File: config.mk
export PLATFORM = sky130hd
export DESIGN_NAME = dio_byte_lane_port
export DESIGN_NICKNAME = d
export VERILOG_FILES = /design/src/include/dio_lane_pkg.sv /design/src/design/dio_byte_lane_port.sv
export SDC_FILE = /design/constraint.sdc
export NUM_CORES = 1
export LEC_CHECK = 0
export ABC_CLOCK_PERIOD_IN_PS = 2300
export BUFFER_PORTS_ARGS = -buffer_cell sky130_fd_sc_hd__clkbuf_2
export CORE_MARGIN = 5
export CORE_UTILIZATION = 51
export DETAILED_ROUTE_END_ITERATION = 16
export GPL_ROUTABILITY_DRIVEN = 0
export HOLD_SLACK_MARGIN = 0.12
export PLACE_DENSITY = 0.8
export SLEW_MARGIN = 10
export SYNTH_ARGS = -nofsm -noshare
export SYNTH_HDL_FRONTEND = slang
export SYNTH_SLANG_ARGS = --single-unit
File: constraint.sdc
create_clock -name i_clk -period 2.3 [get_ports i_clk]
set_input_delay 0.23 -clock i_clk [delete_from_list [all_inputs] [get_ports i_clk]]
set_output_delay 0.23 -clock i_clk [all_outputs]
set_load 0.01 [all_outputs]
File: src/include/dio_lane_pkg.sv
package dio_lane_pkg;

    // ==========================================================
    // Port geometry
    localparam int LANE_COUNT = 4;
    localparam int LANE_WIDTH = 8;
    localparam int PORT_WIDTH = LANE_COUNT * LANE_WIDTH;

    // ==========================================================
    // Register word indices (byte address = 4 * index)
    localparam logic [3:0] REG_SOURCE   = 4'h0;
    localparam logic [3:0] REG_DRIVE    = 4'h1;
    localparam logic [3:0] REG_OUTVAL   = 4'h2;
    localparam logic [3:0] REG_INVAL    = 4'h3;
    localparam logic [3:0] REG_CLKSEL   = 4'h4;
    localparam logic [3:0] REG_PINSTATE = 4'h5;

    // ==========================================================
    // Reset values
    localparam logic [1:0]  SOURCE_RESET = 2'h0;
    localparam logic [3:0]  DRIVE_RESET  = 4'h0;
    localparam logic [31:0] OUTVAL_RESET = 32'h0000_0000;
    localparam logic [1:0]  CLKSEL_RESET = 2'h0;
    localparam logic [31:0] UNMAPPED_READ = 32'h0000_0000;

    // ==========================================================
    // Clocking figures
    localparam int SYS_CLK_HZ  = 50_000_000;
    localparam int FAST_CLK_HZ = 56_250_000;
    localparam int EXT_MIN_HZ  = 1;
    localparam int EXT_MAX_HZ  = 56_250_000;
    localparam int SYNC_STAGES = 2;

    typedef enum logic [1:0] {
        SRC_MANUAL,
        SRC_SEQUENCER,
        SRC_RESULT_STD,
        SRC_RESULT_SYS
    } port_output_source_select_t;

    typedef enum logic [1:0] {
        CLK_INTERNAL_FAST,
        CLK_EXTERNAL_PIN,
        CLK_INTERNAL_SLOW,
        CLK_RESERVED
    } clock_select_t;

    typedef struct packed {
        logic [3:0]  address;
        logic        read;
        logic        write;
        logic [31:0] writedata;
        logic [3:0]  byteenable;
    } avmm_req_t;

    typedef struct packed {
        logic [31:0] data;
        logic        valid;
    } source_word_t;

endpackage : dio_lane_pkg

File: src/design/dio_byte_lane_port.sv
`timescale 1ns/1ps
`default_nettype none

module dio_byte_lane_port
    import dio_lane_pkg::*;
#(
    parameter int LANES = LANE_COUNT
) (
    // Clock and reset
    input  wire logic                 i_clk,
    input  wire logic                 i_reset,
    // Avalon-MM slave
    input  wire logic [3:0]           i_avs_address,
    input  wire logic                 i_avs_read,
    input  wire logic                 i_avs_write,
    input  wire logic [31:0]          i_avs_writedata,
    input  wire logic [3:0]           i_avs_byteenable,
    output logic      [31:0]          o_avs_readdata,
    output logic                      o_avs_waitrequest,
    // Value sources
    input  wire logic [PORT_WIDTH-1:0] i_seq_value,
    input  wire logic                 i_seq_valid,
    input  wire logic [PORT_WIDTH-1:0] i_result_std_value,
    input  wire logic [PORT_WIDTH-1:0] i_result_sys_value,
    // Port pins
    input  wire logic [PORT_WIDTH-1:0] i_pin_in,
    output logic      [PORT_WIDTH-1:0] o_pin_out,
    output logic      [PORT_WIDTH-1:0] o_pin_oe,
    // Clock selection to the clock network
    output logic      [1:0]           o_clock_select
);

    // ==========================================================
    // Bus slave
    avmm_req_t                  req;
    logic                       ack_q;
    logic [1:0]                 source_q;
    logic [LANES-1:0]           drive_q;
    logic [PORT_WIDTH-1:0]      outval_q;
    logic [1:0]                 clksel_q;
    logic [PORT_WIDTH-1:0]      seq_q;
    logic [PORT_WIDTH-1:0]      sync1_q;
    logic [PORT_WIDTH-1:0]      sync2_q;
    logic [PORT_WIDTH-1:0]      value_d;
    logic [PORT_WIDTH-1:0]      pin_out_q;
    logic [PORT_WIDTH-1:0]      pin_oe_q;
    logic                       wr_take;

    assign req     = '{address: i_avs_address, read: i_avs_read, write: i_avs_write,
                       writedata: i_avs_writedata, byteenable: i_avs_byteenable};
    // One wait cycle per access; the access completes when ack is high
    assign wr_take = req.write && ack_q;
    assign o_avs_waitrequest = (req.read || req.write) && !ack_q;

    always_ff @(posedge i_clk) begin
        if (i_reset || ack_q) begin
            ack_q <= 1'b0;
        end else begin
            ack_q <= req.read || req.write;
        end
    end

    function automatic logic [31:0] merge(input logic [31:0] old, input avmm_req_t r);
        logic [31:0] m;
        m = old;
        for (int b = 0; b < 4; b++) begin
            if (r.byteenable[b]) begin
                m[b*8 +: 8] = r.writedata[b*8 +: 8];
            end
        end
        return m;
    endfunction : merge

    always_ff @(posedge i_clk) begin
        if (i_reset) begin
            source_q <= SOURCE_RESET;
            drive_q  <= DRIVE_RESET;
            outval_q <= OUTVAL_RESET;
            clksel_q <= CLKSEL_RESET;
        end else if (wr_take) begin
            unique case (req.address)
                REG_SOURCE: if (req.byteenable[0]) begin
                    source_q <= req.writedata[1:0];
                end
                REG_DRIVE: if (req.byteenable[0]) begin
                    drive_q <= req.writedata[LANES-1:0];
                end
                REG_OUTVAL: outval_q <= merge(outval_q, req);
                REG_CLKSEL: if (req.byteenable[0] && req.writedata[1:0] != CLK_RESERVED) begin
                    clksel_q <= req.writedata[1:0];
                end
                default: ;
            endcase
        end
    end

    always_ff @(posedge i_clk) begin
        if (i_reset) begin
            o_avs_readdata <= UNMAPPED_READ;
        end else if (req.read && !ack_q) begin
            unique case (req.address)
                REG_SOURCE:   o_avs_readdata <= {30'h0000_0000, source_q};
                REG_DRIVE:    o_avs_readdata <= {{(32-LANES){1'b0}}, drive_q};
                REG_OUTVAL:   o_avs_readdata <= outval_q;
                REG_INVAL:    o_avs_readdata <= sync2_q;
                REG_CLKSEL:   o_avs_readdata <= {30'h0000_0000, clksel_q};
                REG_PINSTATE: o_avs_readdata <= pin_out_q;
                default:      o_avs_readdata <= UNMAPPED_READ;
            endcase
        end
    end

    // ==========================================================
    // Input sampling
    // Two stages keep a pin changing near the edge from reaching software
    always_ff @(posedge i_clk) begin
        if (i_reset) begin
            sync1_q <= '0;
            sync2_q <= '0;
        end else begin
            sync1_q <= i_pin_in;
            sync2_q <= sync1_q;
        end
    end

    // ==========================================================
    // Output source and lane drive
    // Sequencer value holds between commands
    always_ff @(posedge i_clk) begin
        if (i_reset) begin
            seq_q <= '0;
        end else if (i_seq_valid) begin
            seq_q <= i_seq_value;
        end
    end

    always_comb begin
        unique case (port_output_source_select_t'(source_q))
            SRC_MANUAL:     value_d = outval_q;
            SRC_SEQUENCER:  value_d = seq_q;
            SRC_RESULT_STD: value_d = i_result_std_value;
            SRC_RESULT_SYS: value_d = i_result_sys_value;
        endcase
    end

    for (genvar l = 0; l < LANES; l++) begin : g_lane
        logic [LANE_WIDTH-1:0] out_q;
        logic [LANE_WIDTH-1:0] oe_q;
        // Each lane owns its flops so no two processes write one variable
        always_ff @(posedge i_clk) begin
            if (i_reset) begin
                out_q <= '0;
                oe_q  <= '0;
            end else begin
                oe_q  <= {LANE_WIDTH{drive_q[l]}};
                out_q <= drive_q[l] ? value_d[l*LANE_WIDTH +: LANE_WIDTH] : '0;
            end
        end
        assign pin_out_q[l*LANE_WIDTH +: LANE_WIDTH] = out_q;
        assign pin_oe_q[l*LANE_WIDTH +: LANE_WIDTH]  = oe_q;
    end

    assign o_pin_out      = pin_out_q;
    assign o_pin_oe       = pin_oe_q;
    assign o_clock_select = clksel_q;

    // ==========================================================
    // Checks
    a_lane_oe_follows: assert property (@(posedge i_clk) disable iff (i_reset)
        ##1 !$past(i_reset) |-> o_pin_oe[7:0] == {8{$past(drive_q[0])}})
        else $error("lane 0 enable does not follow drive");
    a_undriven_quiet: assert property (@(posedge i_clk) disable iff (i_reset)
        (o_pin_oe[31:24] == 8'h00) |-> o_pin_out[31:24] == 8'h00)
        else $error("undriven lane shows a value");
    a_manual_value: assert property (@(posedge i_clk) disable iff (i_reset)
        (source_q == SRC_MANUAL && drive_q[1]) ##1 !i_reset
        |-> o_pin_out[15:8] == $past(outval_q[15:8]))
        else $error("manual value not driven");
    a_seq_value: assert property (@(posedge i_clk) disable iff (i_reset)
        (source_q == SRC_SEQUENCER && drive_q[2] && i_seq_valid && $stable(source_q))
        |-> ##2 o_pin_out[23:16] == $past(i_seq_value[23:16], 2) || !drive_q[2])
        else $error("sequencer value not driven");
    a_result_sys: assert property (@(posedge i_clk) disable iff (i_reset)
        (source_q == SRC_RESULT_SYS && drive_q[3]) |=> o_pin_out[31:24]
        == $past(i_result_sys_value[31:24]))
        else $error("result value not driven");
    a_input_delay: assert property (@(posedge i_clk) disable iff (i_reset)
        !$past(i_reset) && !$past(i_reset, 2) |-> sync2_q == $past(i_pin_in, 2))
        else $error("input not two stages late");
    a_bus_answer: assert property (@(posedge i_clk) disable iff (i_reset)
        (i_avs_read && o_avs_waitrequest && i_avs_address == REG_INVAL)
        |=> !o_avs_waitrequest && o_avs_readdata == $past(sync2_q))
        else $error("input read wrong");
    a_clock_hold: assert property (@(posedge i_clk) disable iff (i_reset)
        o_clock_select != CLK_RESERVED)
        else $error("reserved clock selection");
    a_result_std: assert property (@(posedge i_clk) disable iff (i_reset)
        (source_q == SRC_RESULT_STD && drive_q[0]) |=> o_pin_out[7:0]
        == $past(i_result_std_value[7:0]))
        else $error("standard result value not driven");
    a_write_lands: assert property (@(posedge i_clk) disable iff (i_reset)
        (i_avs_write && !o_avs_waitrequest && i_avs_address == REG_OUTVAL
        && i_avs_byteenable == 4'hF) |=> outval_q == $past(i_avs_writedata))
        else $error("output value write lost");
    a_drive_lands: assert property (@(posedge i_clk) disable iff (i_reset)
        (i_avs_write && !o_avs_waitrequest && i_avs_address == REG_DRIVE
        && i_avs_byteenable[0]) |=> drive_q == $past(i_avs_writedata[LANES-1:0]))
        else $error("drive write lost");

endmodule : dio_byte_lane_port

`default_nettype wire

After elaboration in Yosys (flattened, before gate mapping) --
Index checks and enable logic that the tools add are counted.
Storage, ports and cells: register bits after elaboration 205, bits in latches 0, bits in writable memories 0, ROM bits 0, input bits 173, output and inout port bits 99, memories 0
Operators by class: add/sub/neg operators 0, $mul 0, divide/modulo/power cells 0, magnitude comparators 0, eq/ne operators 9, shifts and indexed selects 0, muxes and demuxes 2, bitwise logic cells 4, reductions and logical operators 20
Operators by type and width (number):
- $pmux W32 S6 | 1
- $pmux W32 S4 | 1
- $reduce_and A3 Y1 | 7
- $eq A4 B2 Y1 const B | 2
- $eq A4 B3 Y1 const B | 2
- $reduce_or A2 Y1 | 4
- $eq A2 B2 Y1 const B | 2
- $eq A4 B1 Y1 const B | 1
- $logic_and A1 B1 Y1 | 4
- $logic_not A4 Y1 | 1
- $not A1 Y1 | 4
- $eq A2 B1 Y1 const B | 1
- $logic_not A2 Y1 | 1
- $logic_or A1 B1 Y1 | 2
- $ne A2 B2 Y1 const B | 1
- $logic_not A1 Y1 | 1

Longest topological paths before layout --
Gate-level depths: netlist of the first run.
depth after elaboration 3, mapped depth 5

Least setup slack after synthesis of the first run --
OpenSTA, ideal clock, no wires.
path type register to register, start register source_q[0], end register g_lane[1].out_q[0], setup time 115 ps, arrival time 1465 ps, data required time 2185 ps, setup slack 720 ps, stages on the path, launching flop included 5, period minus slack after synthesis 1580 ps, cells stage by stage dfxtp_1 -> buf_2 -> buf_2 -> mux4_2 -> and3_1
On the way: longest elaborated chain between the ends 2, elaborated cells on any way between the ends 5
Ends and longest elaborated chain:
- start: declaration | line dio_byte_lane_port.sv:37 | logic [1:0] source_q;
- start signal: assignment | line dio_byte_lane_port.sv:83 | source_q <= req.writedata[1:0];
- $eq A2 B2 Y1, or another cell as far along | line dio_byte_lane_port.sv:138 | unique case (port_output_source_select_t'(source_q))
- $pmux W32 S4 (*) | line dio_byte_lane_port.sv:138
- end signal: assignment | line dio_byte_lane_port.sv:156 | out_q <= drive_q[l] ? value_d[l*LANE_WIDTH +: LANE_WIDTH] : '0;
- end: declaration | line dio_byte_lane_port.sv:147 | logic [LANE_WIDTH-1:0] out_q;
Mark *: on every way between the ends. The rest lies on a longest branch, timed or not. A chain may end at the register's enable or synchronous reset.

Worst setup path after layout of the first run --
start input port i_avs_read, end register o_avs_readdata[26]
On the way: longest elaborated chain between the ends 1
Ends and longest elaborated chain:
- start: declaration | line dio_byte_lane_port.sv:14 | input wire logic i_avs_read,
- $logic_and A1 B1 Y1 | line dio_byte_lane_port.sv:100 | end else if (req.read && !ack_q) begin
- end signal: assignment | line dio_byte_lane_port.sv:102 | REG_SOURCE: o_avs_readdata <= {30'h0000_0000, source_q};
- end signal: assignment | line dio_byte_lane_port.sv:103 | REG_DRIVE: o_avs_readdata <= {{(32-LANES){1'b0}}, drive_q};
- end signal: assignment | line dio_byte_lane_port.sv:104 | REG_OUTVAL: o_avs_readdata <= outval_q;
- end: declaration | line dio_byte_lane_port.sv:18 | output logic [31:0] o_avs_readdata,
No other way between the ends.

==> impl_table.tex, run 1 <==
\begin{tabular}{lr}
\hline
Metric & Value \\
\hline
\multicolumn{2}{l}{\textbf{Die}} \\
\quad Row count & 46 \\
\quad Std-Cell Core Area & around 16000 um2 \\
\quad Die Wd & approximately 140 um \\
\quad Floorplan die area & 19000 um2 \\
\quad Initial core utilization & 0.523 \\
\quad Overall die height & 138 um \\
\quad Top Ports & about 270 \\
\multicolumn{2}{l}{\textbf{Clocking}} \\
\quad Clock latency reported for the late side of the worst-skew pair & a little under 0.5 ns \\
\quad Clock buffer count from CTS & 22 \\
\quad Clock tree root buffer cell & sky130\_fd\_sc\_hd\_\_clkbuf\_16 \\
\quad Buffer count from post-CTS setup fixing & 0 \\
\quad Clock Pin Slew Worst Setup and Hold Paths & approximately 0.060 ns \\
\quad CTS resizes & 0 \\
\quad CTS hold repair buffers & 98 \\
\quad Clock buffer depth & 3 \\
\quad Number of sinks on the clock net & 205 \\
\quad \# H-tree levels & 1 \\
\quad CTS tree & done \\
\multicolumn{2}{l}{\textbf{Final layout}} \\
\quad Fraction of layout instances using a drive strength above 1 & 0.326 \\
\quad Most frequent standard cell in the layout excluding fill and tap cells & sky130\_fd\_sc\_hd\_\_clkbuf\_2 \\
\quad Net count of the finished layout & between 1000 and 1500 \\
\quad Area Growth Syn to Fin & 37.0\% \\
\quad Commonest cells after routing, fill and taps aside & sky130\_fd\_sc\_hd\_\_clkbuf\_2 (270), sky130\_fd\_sc\_hd\_\_dfxtp\_1 (203), sky130\_fd\_sc\_hd\_\_dlygate4sd3\_1 (98) \\
\multicolumn{2}{l}{\textbf{Timing}} \\
\quad Worst hold-check slack & between 0.15 and 0.2 ns \\
\quad Final max-slew violation count & 0 \\
\quad Worst Tran Pin Value & roughly 0.8 ns \\
\quad Setup TNS Final & 0 ns \\
\quad Worst clock skew on the final layout & 0.00612 ns \\
\quad Setup repair after global routing missed its margin & false \\
\quad \# setup viols final & 0 \\
\quad Final hold violations & 0 \\
\quad Relative slew margins & 0.477 \\
\quad Period Utilization, post-route & 0.780 \\
\quad Shortest period the worst path allows & $\sim$1.8 ns \\
\quad Achievable Freq & 557 MHz \\
\multicolumn{2}{l}{\textbf{Route}} \\
\quad Detailed-routing iteration count for the pre-antenna-repair pass & 9 \\
\quad Wire length per cell & slightly above 20 um \\
\quad Number of design rule violations left after detail routing & 0 \\
\quad Post-detailed-route via-to-cell ratio & 5.55 \\
\quad Number of DRC markers in iteration 0 & 519 \\
\quad Routed vias & 7397 \\
\quad Final ANT Viol Nets & 0 \\
\quad Total wire length & 27000 um \\
\multicolumn{2}{l}{\textbf{Logic synthesis}} \\
\quad Area fraction in compound gates after synthesis & 0.0952 \\
\quad Number of different library cells in the post-synthesis netlist & 38 \\
\quad Number of warning messages in the yosys log & 0 \\
\quad Share of synthesized cell area in and, or, nand and nor gates & 0.183 \\
\quad Summed instance area of the synthesized netlist & 8330 um2 \\
\quad Post-synthesis sequential area ratio & 0.492 \\
\quad \#FFs+latches synth & 205 \\
\quad Avg Cell Area, Syn & 10.6 um2 \\
\quad Cells after Synth & 787 \\
\quad Proportion of netlist area held by the largest area contributor & 0.492 \\
\quad Synthesized net count & 960 \\
\quad Proportion of register bits with asynchronous set or reset after synthesis & 0 \\
\quad Largest family of logic cells by synthesized area & simple AND/OR/NAND/NOR gates \\
\quad Dominant synthesized flop cell & sky130\_fd\_sc\_hd\_\_dfxtp\_1 \\
\quad Post-Synth Adder-Cell Area & 0 \\
\quad Xor-xnor portion of the synthesized cell area & 0 \\
\quad Portion of netlist area occupied by mux cells & 0.168 \\
\quad Number of synthesized flops with an enable pin & 0 \\
\quad Synth area leaders & sky130\_fd\_sc\_hd\_\_dfxtp\_1 (49\%), sky130\_fd\_sc\_hd\_\_mux4\_2 (8.6\%), sky130\_fd\_sc\_hd\_\_mux2i\_1 (7.9\%) \\
\quad Cell type with the highest aggregate area in the netlist & sky130\_fd\_sc\_hd\_\_dfxtp\_1 \\
\multicolumn{2}{l}{\textbf{Global routing}} \\
\quad Met3 track utilization from global routing & 0.0486 \\
\quad Total grt overflow & 0 \\
\quad Initial antenna violation count & 2 \\
\quad Met1 track utilization from global routing & 0.347 \\
\quad Number of global-route vias before repair & 7795 \\
\quad Wire length of the first global-routing pass & $\sim$42000 um \\
\quad Most used routing layer in global routing & met2 \\
\quad Total global routing track utilization & 0.282 \\
\quad Pin count of the biggest net entering global routing & 71 \\
\quad GR met2 Demand/Resource & 0.481 \\
\multicolumn{2}{l}{\textbf{Power and ir drop}} \\
\quad Total Power & 7.93 mW \\
\quad Static leakage & 5.11 nW \\
\quad Maximum VDD drop & 0.546 mV \\
\quad Total power per unit cell area & 694 nW/um2 \\
\multicolumn{2}{l}{\textbf{Setup path}} \\
\quad Worst endpoint data arrival time & 2.19 ns \\
\quad Kind of critical path & in2reg \\
\quad Launching element type of the critical path & input pin \\
\quad WP data required & 2.69 ns \\
\quad CP Capture Type & flop \\
\quad Max FO, Critical Path & 15 \\
\multicolumn{2}{l}{\textbf{Outcome}} \\
\quad Result of the run & complete, no violations \\
\multicolumn{2}{l}{\textbf{Place}} \\
\quad Detail Placement HPWL & 17500 um \\
\quad Count of buffers inserted at the top-level ports & 271 \\
\multicolumn{2}{l}{\textbf{Hold path}} \\
\quad Min-delay worst type & in2reg \\
\multicolumn{2}{l}{\textbf{Run}} \\
\quad MaxCap Viol Count & 0 \\
\hline
\end{tabular}
==> routing by layer <==
metal | part of all wire | up-vias
met1 | 0.39 | 3520
met4 | 0.043 | 0
li1 | - | 3430
met3 | 0.071 | 95
met5 | 0 | -
met2 | 0.49 | 352
==> registers in the layout (all words and copies together) (netlist names) <==
register	cells
g_lane.out_q	32
o_avs_readdata	32
outval_q	32
seq_q	32
sync1_q	32
sync2_q	32
drive_q	4
g_lane.oe_q	4
o_clock_select	2
source_q	2
ack_q	1
==> final cells by class <==
class                           instances  area [um2]
Multi-Input combinational cell        479        3730
Timing Repair Buffer                  389        2550
Inverter                                6        22.5
Clock inverter                          3        90.1
Clock buffer                           32         639
Antenna cell                            2        5.00
Sequential cell                       205        4110
Fill cell                            1120        4520
Tap cell                              216         270
==> worst paths after layout <==
kind                                             from                 end  slack (ns)  cells after the start
worst max-delay path                       i_avs_read  o_avs_readdata[26]        0.51                      5
worst min-delay path            i_result_std_value[2]  g_lane[0].out_q[2]        0.18                      3
worst max register to register                  ack_q  o_avs_readdata[26]        0.56                      3
worst min register to register             sync1_q[1]          sync2_q[1]        0.43                      1
==> metrics by stage <==
step                 util  instance area, um2  cells  setup WS (ns)
finish              0.716               11400   1332          0.506
global route        0.716               11400   1332          0.352
CTS                 0.716               11400   1330          0.560
detailed placement  0.609                9700   1197          0.261
global placement    0.609                9700   1197          0.350
floorplan               -                8330    787          0.720
==> Yosys cell counts (7+ instances only) <==
cell and n:
sky130_fd_sc_hd__dfxtp_1 205, sky130_fd_sc_hd__nand2_1 74, sky130_fd_sc_hd__mux2i_1 66, sky130_fd_sc_hd__nor2b_1 66
sky130_fd_sc_hd__clkbuf_1 47, sky130_fd_sc_hd__nor2_1 35, sky130_fd_sc_hd__and3_1 33, sky130_fd_sc_hd__mux4_2 32
sky130_fd_sc_hd__and3b_1 31, sky130_fd_sc_hd__buf_4 28, sky130_fd_sc_hd__o21ai_0 27, sky130_fd_sc_hd__a221oi_1 17
sky130_fd_sc_hd__a22oi_1 17, sky130_fd_sc_hd__buf_2 15, sky130_fd_sc_hd__o2bb2ai_1 15, sky130_fd_sc_hd__nand3_1 14
sky130_fd_sc_hd__a21oi_1 13, sky130_fd_sc_hd__a222oi_1 13, sky130_fd_sc_hd__buf_1 7
==> power breakdown <==
| group | switching, mW | internal, mW | total [mW] |
|---|---|---|---|
| Combinational | 0.303 | 0.342 | 0.645 |
| Sequential | 0.0385 | 3.64 | 3.68 |
| Clock | 1.36 | 2.24 | 3.60 |
==> kinds of logic (layout without fill, tap and decap cells) <==
kind of cell,Yosys count,in the layout
AO/OA/AOI/OAI,108,108
buffers and inverters,103,430
flip-flops,205,205
multiplexers,100,100
other,0,2
AND/OR/NAND/NOR,271,271
==> worst max-delay path: stages <==
cell and delay [ns]:
sky130_fd_sc_hd__dlygate4sd3_1 0.55, sky130_fd_sc_hd__clkbuf_2 0.15, sky130_fd_sc_hd__nor2b_1 0.27, sky130_fd_sc_hd__nand3_1 0.57
sky130_fd_sc_hd__o2bb2ai_1 0.41
Power figures use the tool's default switching activity.
==> inputs of run 2 (changes only) <==
Settings changed: ABC_CLOCK_PERIOD_IN_PS 2300 to 1900.
Clock period 2.3 ns to 1.9 ns, I/O delays scaled along.
==> run 2 against run 1 <==
- flip-flop and latch count unchanged
- sequential power increased by 21%
- core utilization increased by 1.4 points
- setup slack got worse by 0.13 ns
- routed wire length increased by 2.1%
- count of clock-buffer cells in the layout increased by 5
- first-iteration DRC count increased by 18%
- register-to-register slack got worse by 0.19 ns
- combinational power increased by 27%
- clock skew increased by 0.0019 ns
- sequential share of layout area decreased by 0.70 points
==> impl_table.tex, run 2 (synthesis results as in run 1) <==
\begin{tabular}{lr}
\hline
Metric & Value \\
\hline
\multicolumn{2}{l}{\textbf{Final layout}} \\
\quad Number of fill cells & 1079 (-3.7\%) \\
\quad Share of the core filled with cells in the final layout & 0.730 (+0.0143) \\
\quad Fraction of layout instances using a drive strength above 1 & 0.334 (+0.00807) \\
\quad Net count of the finished layout & 1295 (+1.5\%) \\
\quad Count of placed standard cells in the final layout, fillers left out & 1354 (+1.7\%) \\
\quad Most frequent standard cell in the layout excluding fill and tap cells & sky130\_fd\_sc\_hd\_\_clkbuf\_2 \\
\quad Area Growth Syn to Fin & 39.8\% \\
\quad Antenna fix cells & 0 (-2) \\
\quad Commonest cells after routing, fill and taps aside & sky130\_fd\_sc\_hd\_\_clkbuf\_2 (270), sky130\_fd\_sc\_hd\_\_dfxtp\_1 (203), sky130\_fd\_sc\_hd\_\_dlygate4sd3\_1 (105) \\
\multicolumn{2}{l}{\textbf{Timing}} \\
\quad Worst hold-check slack & 0.133 ns (-0.0506 ns) \\
\quad Setup TNS Final & 0 ns (unchanged) \\
\quad Worst Tran Pin Value & 0.690 ns (-0.0944 ns) \\
\quad \# setup viols final & 0 (unchanged) \\
\quad Worst clock skew on the final layout & 0.00799 ns (+0.00188 ns) \\
\quad Final max-slew violation count & 0 (unchanged) \\
\quad Relative slew margins & 0.533 (+0.0565) \\
\quad Shortest period the worst path allows & 1.53 ns \\
\quad Final hold violations & 0 (unchanged) \\
\quad Period Utilization, post-route & 0.804 \\
\quad Setup repair after global routing missed its margin & false \\
\quad Achievable Freq & 655 MHz \\
\multicolumn{2}{l}{\textbf{Global routing}} \\
\quad Total grt overflow & 0 (unchanged) \\
\quad Total global routing track utilization & 0.282 (-0.000775) \\
\quad Number of global-route vias before repair & 7772 (-0.30\%) \\
\quad Pin count of the biggest net entering global routing & 129 (+82\%) \\
\quad Initial antenna violation count & 0 (-2) \\
\quad Wire length of the first global-routing pass & 41400 um (-0.45\%) \\
\multicolumn{2}{l}{\textbf{Power and ir drop}} \\
\quad Total Power & 9.72 mW (+23\%) \\
\quad Total power per unit cell area & 835 nW/um2 (+20\%) \\
\quad Maximum VDD drop & 0.745 mV (+37\%) \\
\quad Static leakage & 5.23 nW (+2.3\%) \\
\multicolumn{2}{l}{\textbf{Die}} \\
\quad Initial core utilization & 0.523 (unchanged) \\
\quad Top Ports & 272 (unchanged) \\
\quad Floorplan die area & 19000 um2 (unchanged) \\
\quad Std-Cell Core Area & 15900 um2 (unchanged) \\
\quad Overall die height & 138 um (unchanged) \\
\quad Die Wd & 138 um (unchanged) \\
\quad Row count & 46 (unchanged) \\
\multicolumn{2}{l}{\textbf{Setup path}} \\
\quad CP Capture Type & flop \\
\quad Launching element type of the critical path & flop \\
\quad Worst endpoint data arrival time & 1.96 ns (-0.23 ns) \\
\quad Max FO, Critical Path & 15 (unchanged) \\
\quad Kind of critical path & reg2reg \\
\quad WP data required & 2.33 ns (-0.36 ns) \\
\multicolumn{2}{l}{\textbf{Clocking}} \\
\quad Clock buffer depth & 3 (unchanged) \\
\quad CTS resizes & 0 (unchanged) \\
\quad Buffer count from post-CTS setup fixing & 0 (unchanged) \\
\quad CTS hold repair buffers & 105 (+7.1\%) \\
\quad Clock Pin Slew Worst Setup and Hold Paths & 0.06 ns (about the same) \\
\quad \# H-tree levels & 1 (unchanged) \\
\quad CTS tree & done \\
\quad Clock latency reported for the late side of the worst-skew pair & 0.51 ns (+0.02 ns) \\
\quad Clock buffer count from CTS & 23 (+4.5\%) \\
\quad Clock tree root buffer cell & sky130\_fd\_sc\_hd\_\_clkbuf\_16 \\
\quad Number of sinks on the clock net & 205 (unchanged) \\
\multicolumn{2}{l}{\textbf{Place}} \\
\quad Detail Placement HPWL & 17400 um (-0.26\%) \\
\quad Count of buffers inserted at the top-level ports & 271 (unchanged) \\
\quad Number of instances in the placed design & 1208 (+0.92\%) \\
\multicolumn{2}{l}{\textbf{Route}} \\
\quad Detailed-routing iteration count for the pre-antenna-repair pass & 8 (-1) \\
\quad Post-detailed-route via-to-cell ratio & 5.56 (+0.16\%) \\
\quad Final ANT Viol Nets & 0 (unchanged) \\
\quad Routed vias & 7531 (+1.8\%) \\
\quad Total wire length & 27500 um (+2.1\%) \\
\quad Number of DRC markers in iteration 0 & 610 (+18\%) \\
\quad Number of design rule violations left after detail routing & 0 (unchanged) \\
\quad Wire length per cell & 20.3 um (+0.46\%) \\
\multicolumn{2}{l}{\textbf{Hold path}} \\
\quad Min-delay worst type & in2reg \\
\multicolumn{2}{l}{\textbf{Run}} \\
\quad MaxCap Viol Count & 0 (unchanged) \\
\multicolumn{2}{l}{\textbf{Outcome}} \\
\quad Result of the run & complete, no violations \\
\hline
\end{tabular}
-- run 2: changes by cell type in the layout (fill, tap and decap cells not counted), sizes merged --
cell         change
diode            -2
dlygate4sd3      +7
inv              +1
buf             +11
clkinv           +2
clkbuf           +5
bufinv           -2
-- run 2: worst max-delay path: stages, from the launching register on --
cell                       delay, ns
sky130_fd_sc_hd__dfxtp_1        0.48
sky130_fd_sc_hd__nand3_1        0.11
sky130_fd_sc_hd__buf_4          0.20
sky130_fd_sc_hd__or4_1          0.43
sky130_fd_sc_hd__a211oi_1       0.23
-- run 2: layer usage --
layer | global-route usage | vias to the layer above | share of wire
li1 | - | 3461 | -
met1 | 0.339 | 3532 | 0.38
met2 | 0.487 | 431 | 0.49
met3 | 0.0577 | 107 | 0.084
met4 | 0.123 | 0 | 0.046
met5 | 0 | - | 0
-- run 2: path summary, 6_finish.rpt --
check | startpoint | endpoint | slack, ns | cells past startpoint
min | i_result_sys_value[19] | g_lane[2].out_q[3] | 0.13 | 3
max | ack_q | o_clock_select[1] | 0.37 | 4
max reg2reg | ack_q | o_clock_select[1] | 0.37 | 4
min reg2reg | sync1_q[30] | sync2_q[30] | 0.43 | 1
-- run 2: through the flow --
stage	setup slack, ns	instance area [um2]
4_1_cts	0.362	11600
3_3_place_gp	0.222	9820
5_1_grt	0.199	11600
6_report	0.373	11600
2_1_floorplan	0.320	8330
3_5_place_dp	0.172	9820
-- run 2: area by class of cell --
cell class,count,area [um2],area share
flip-flops and latches,205,4110,0.353
multi-input cells,479,3730,0.320
repair buffers,407,2740,0.235
clock buffers,37,708,0.0608
well taps,216,270,0.0232
clock inverters,4,63.8,0.00548
inverters,6,22.5,0.00193
-- run 2: where the power goes --
group	internal (mW)	total [mW]	switching (mW)	leakage (nW)
sequential	4.41	4.45	0.0467	1.67
clock	2.70	4.45	1.76	0.380
combinational	0.434	0.817	0.383	3.18
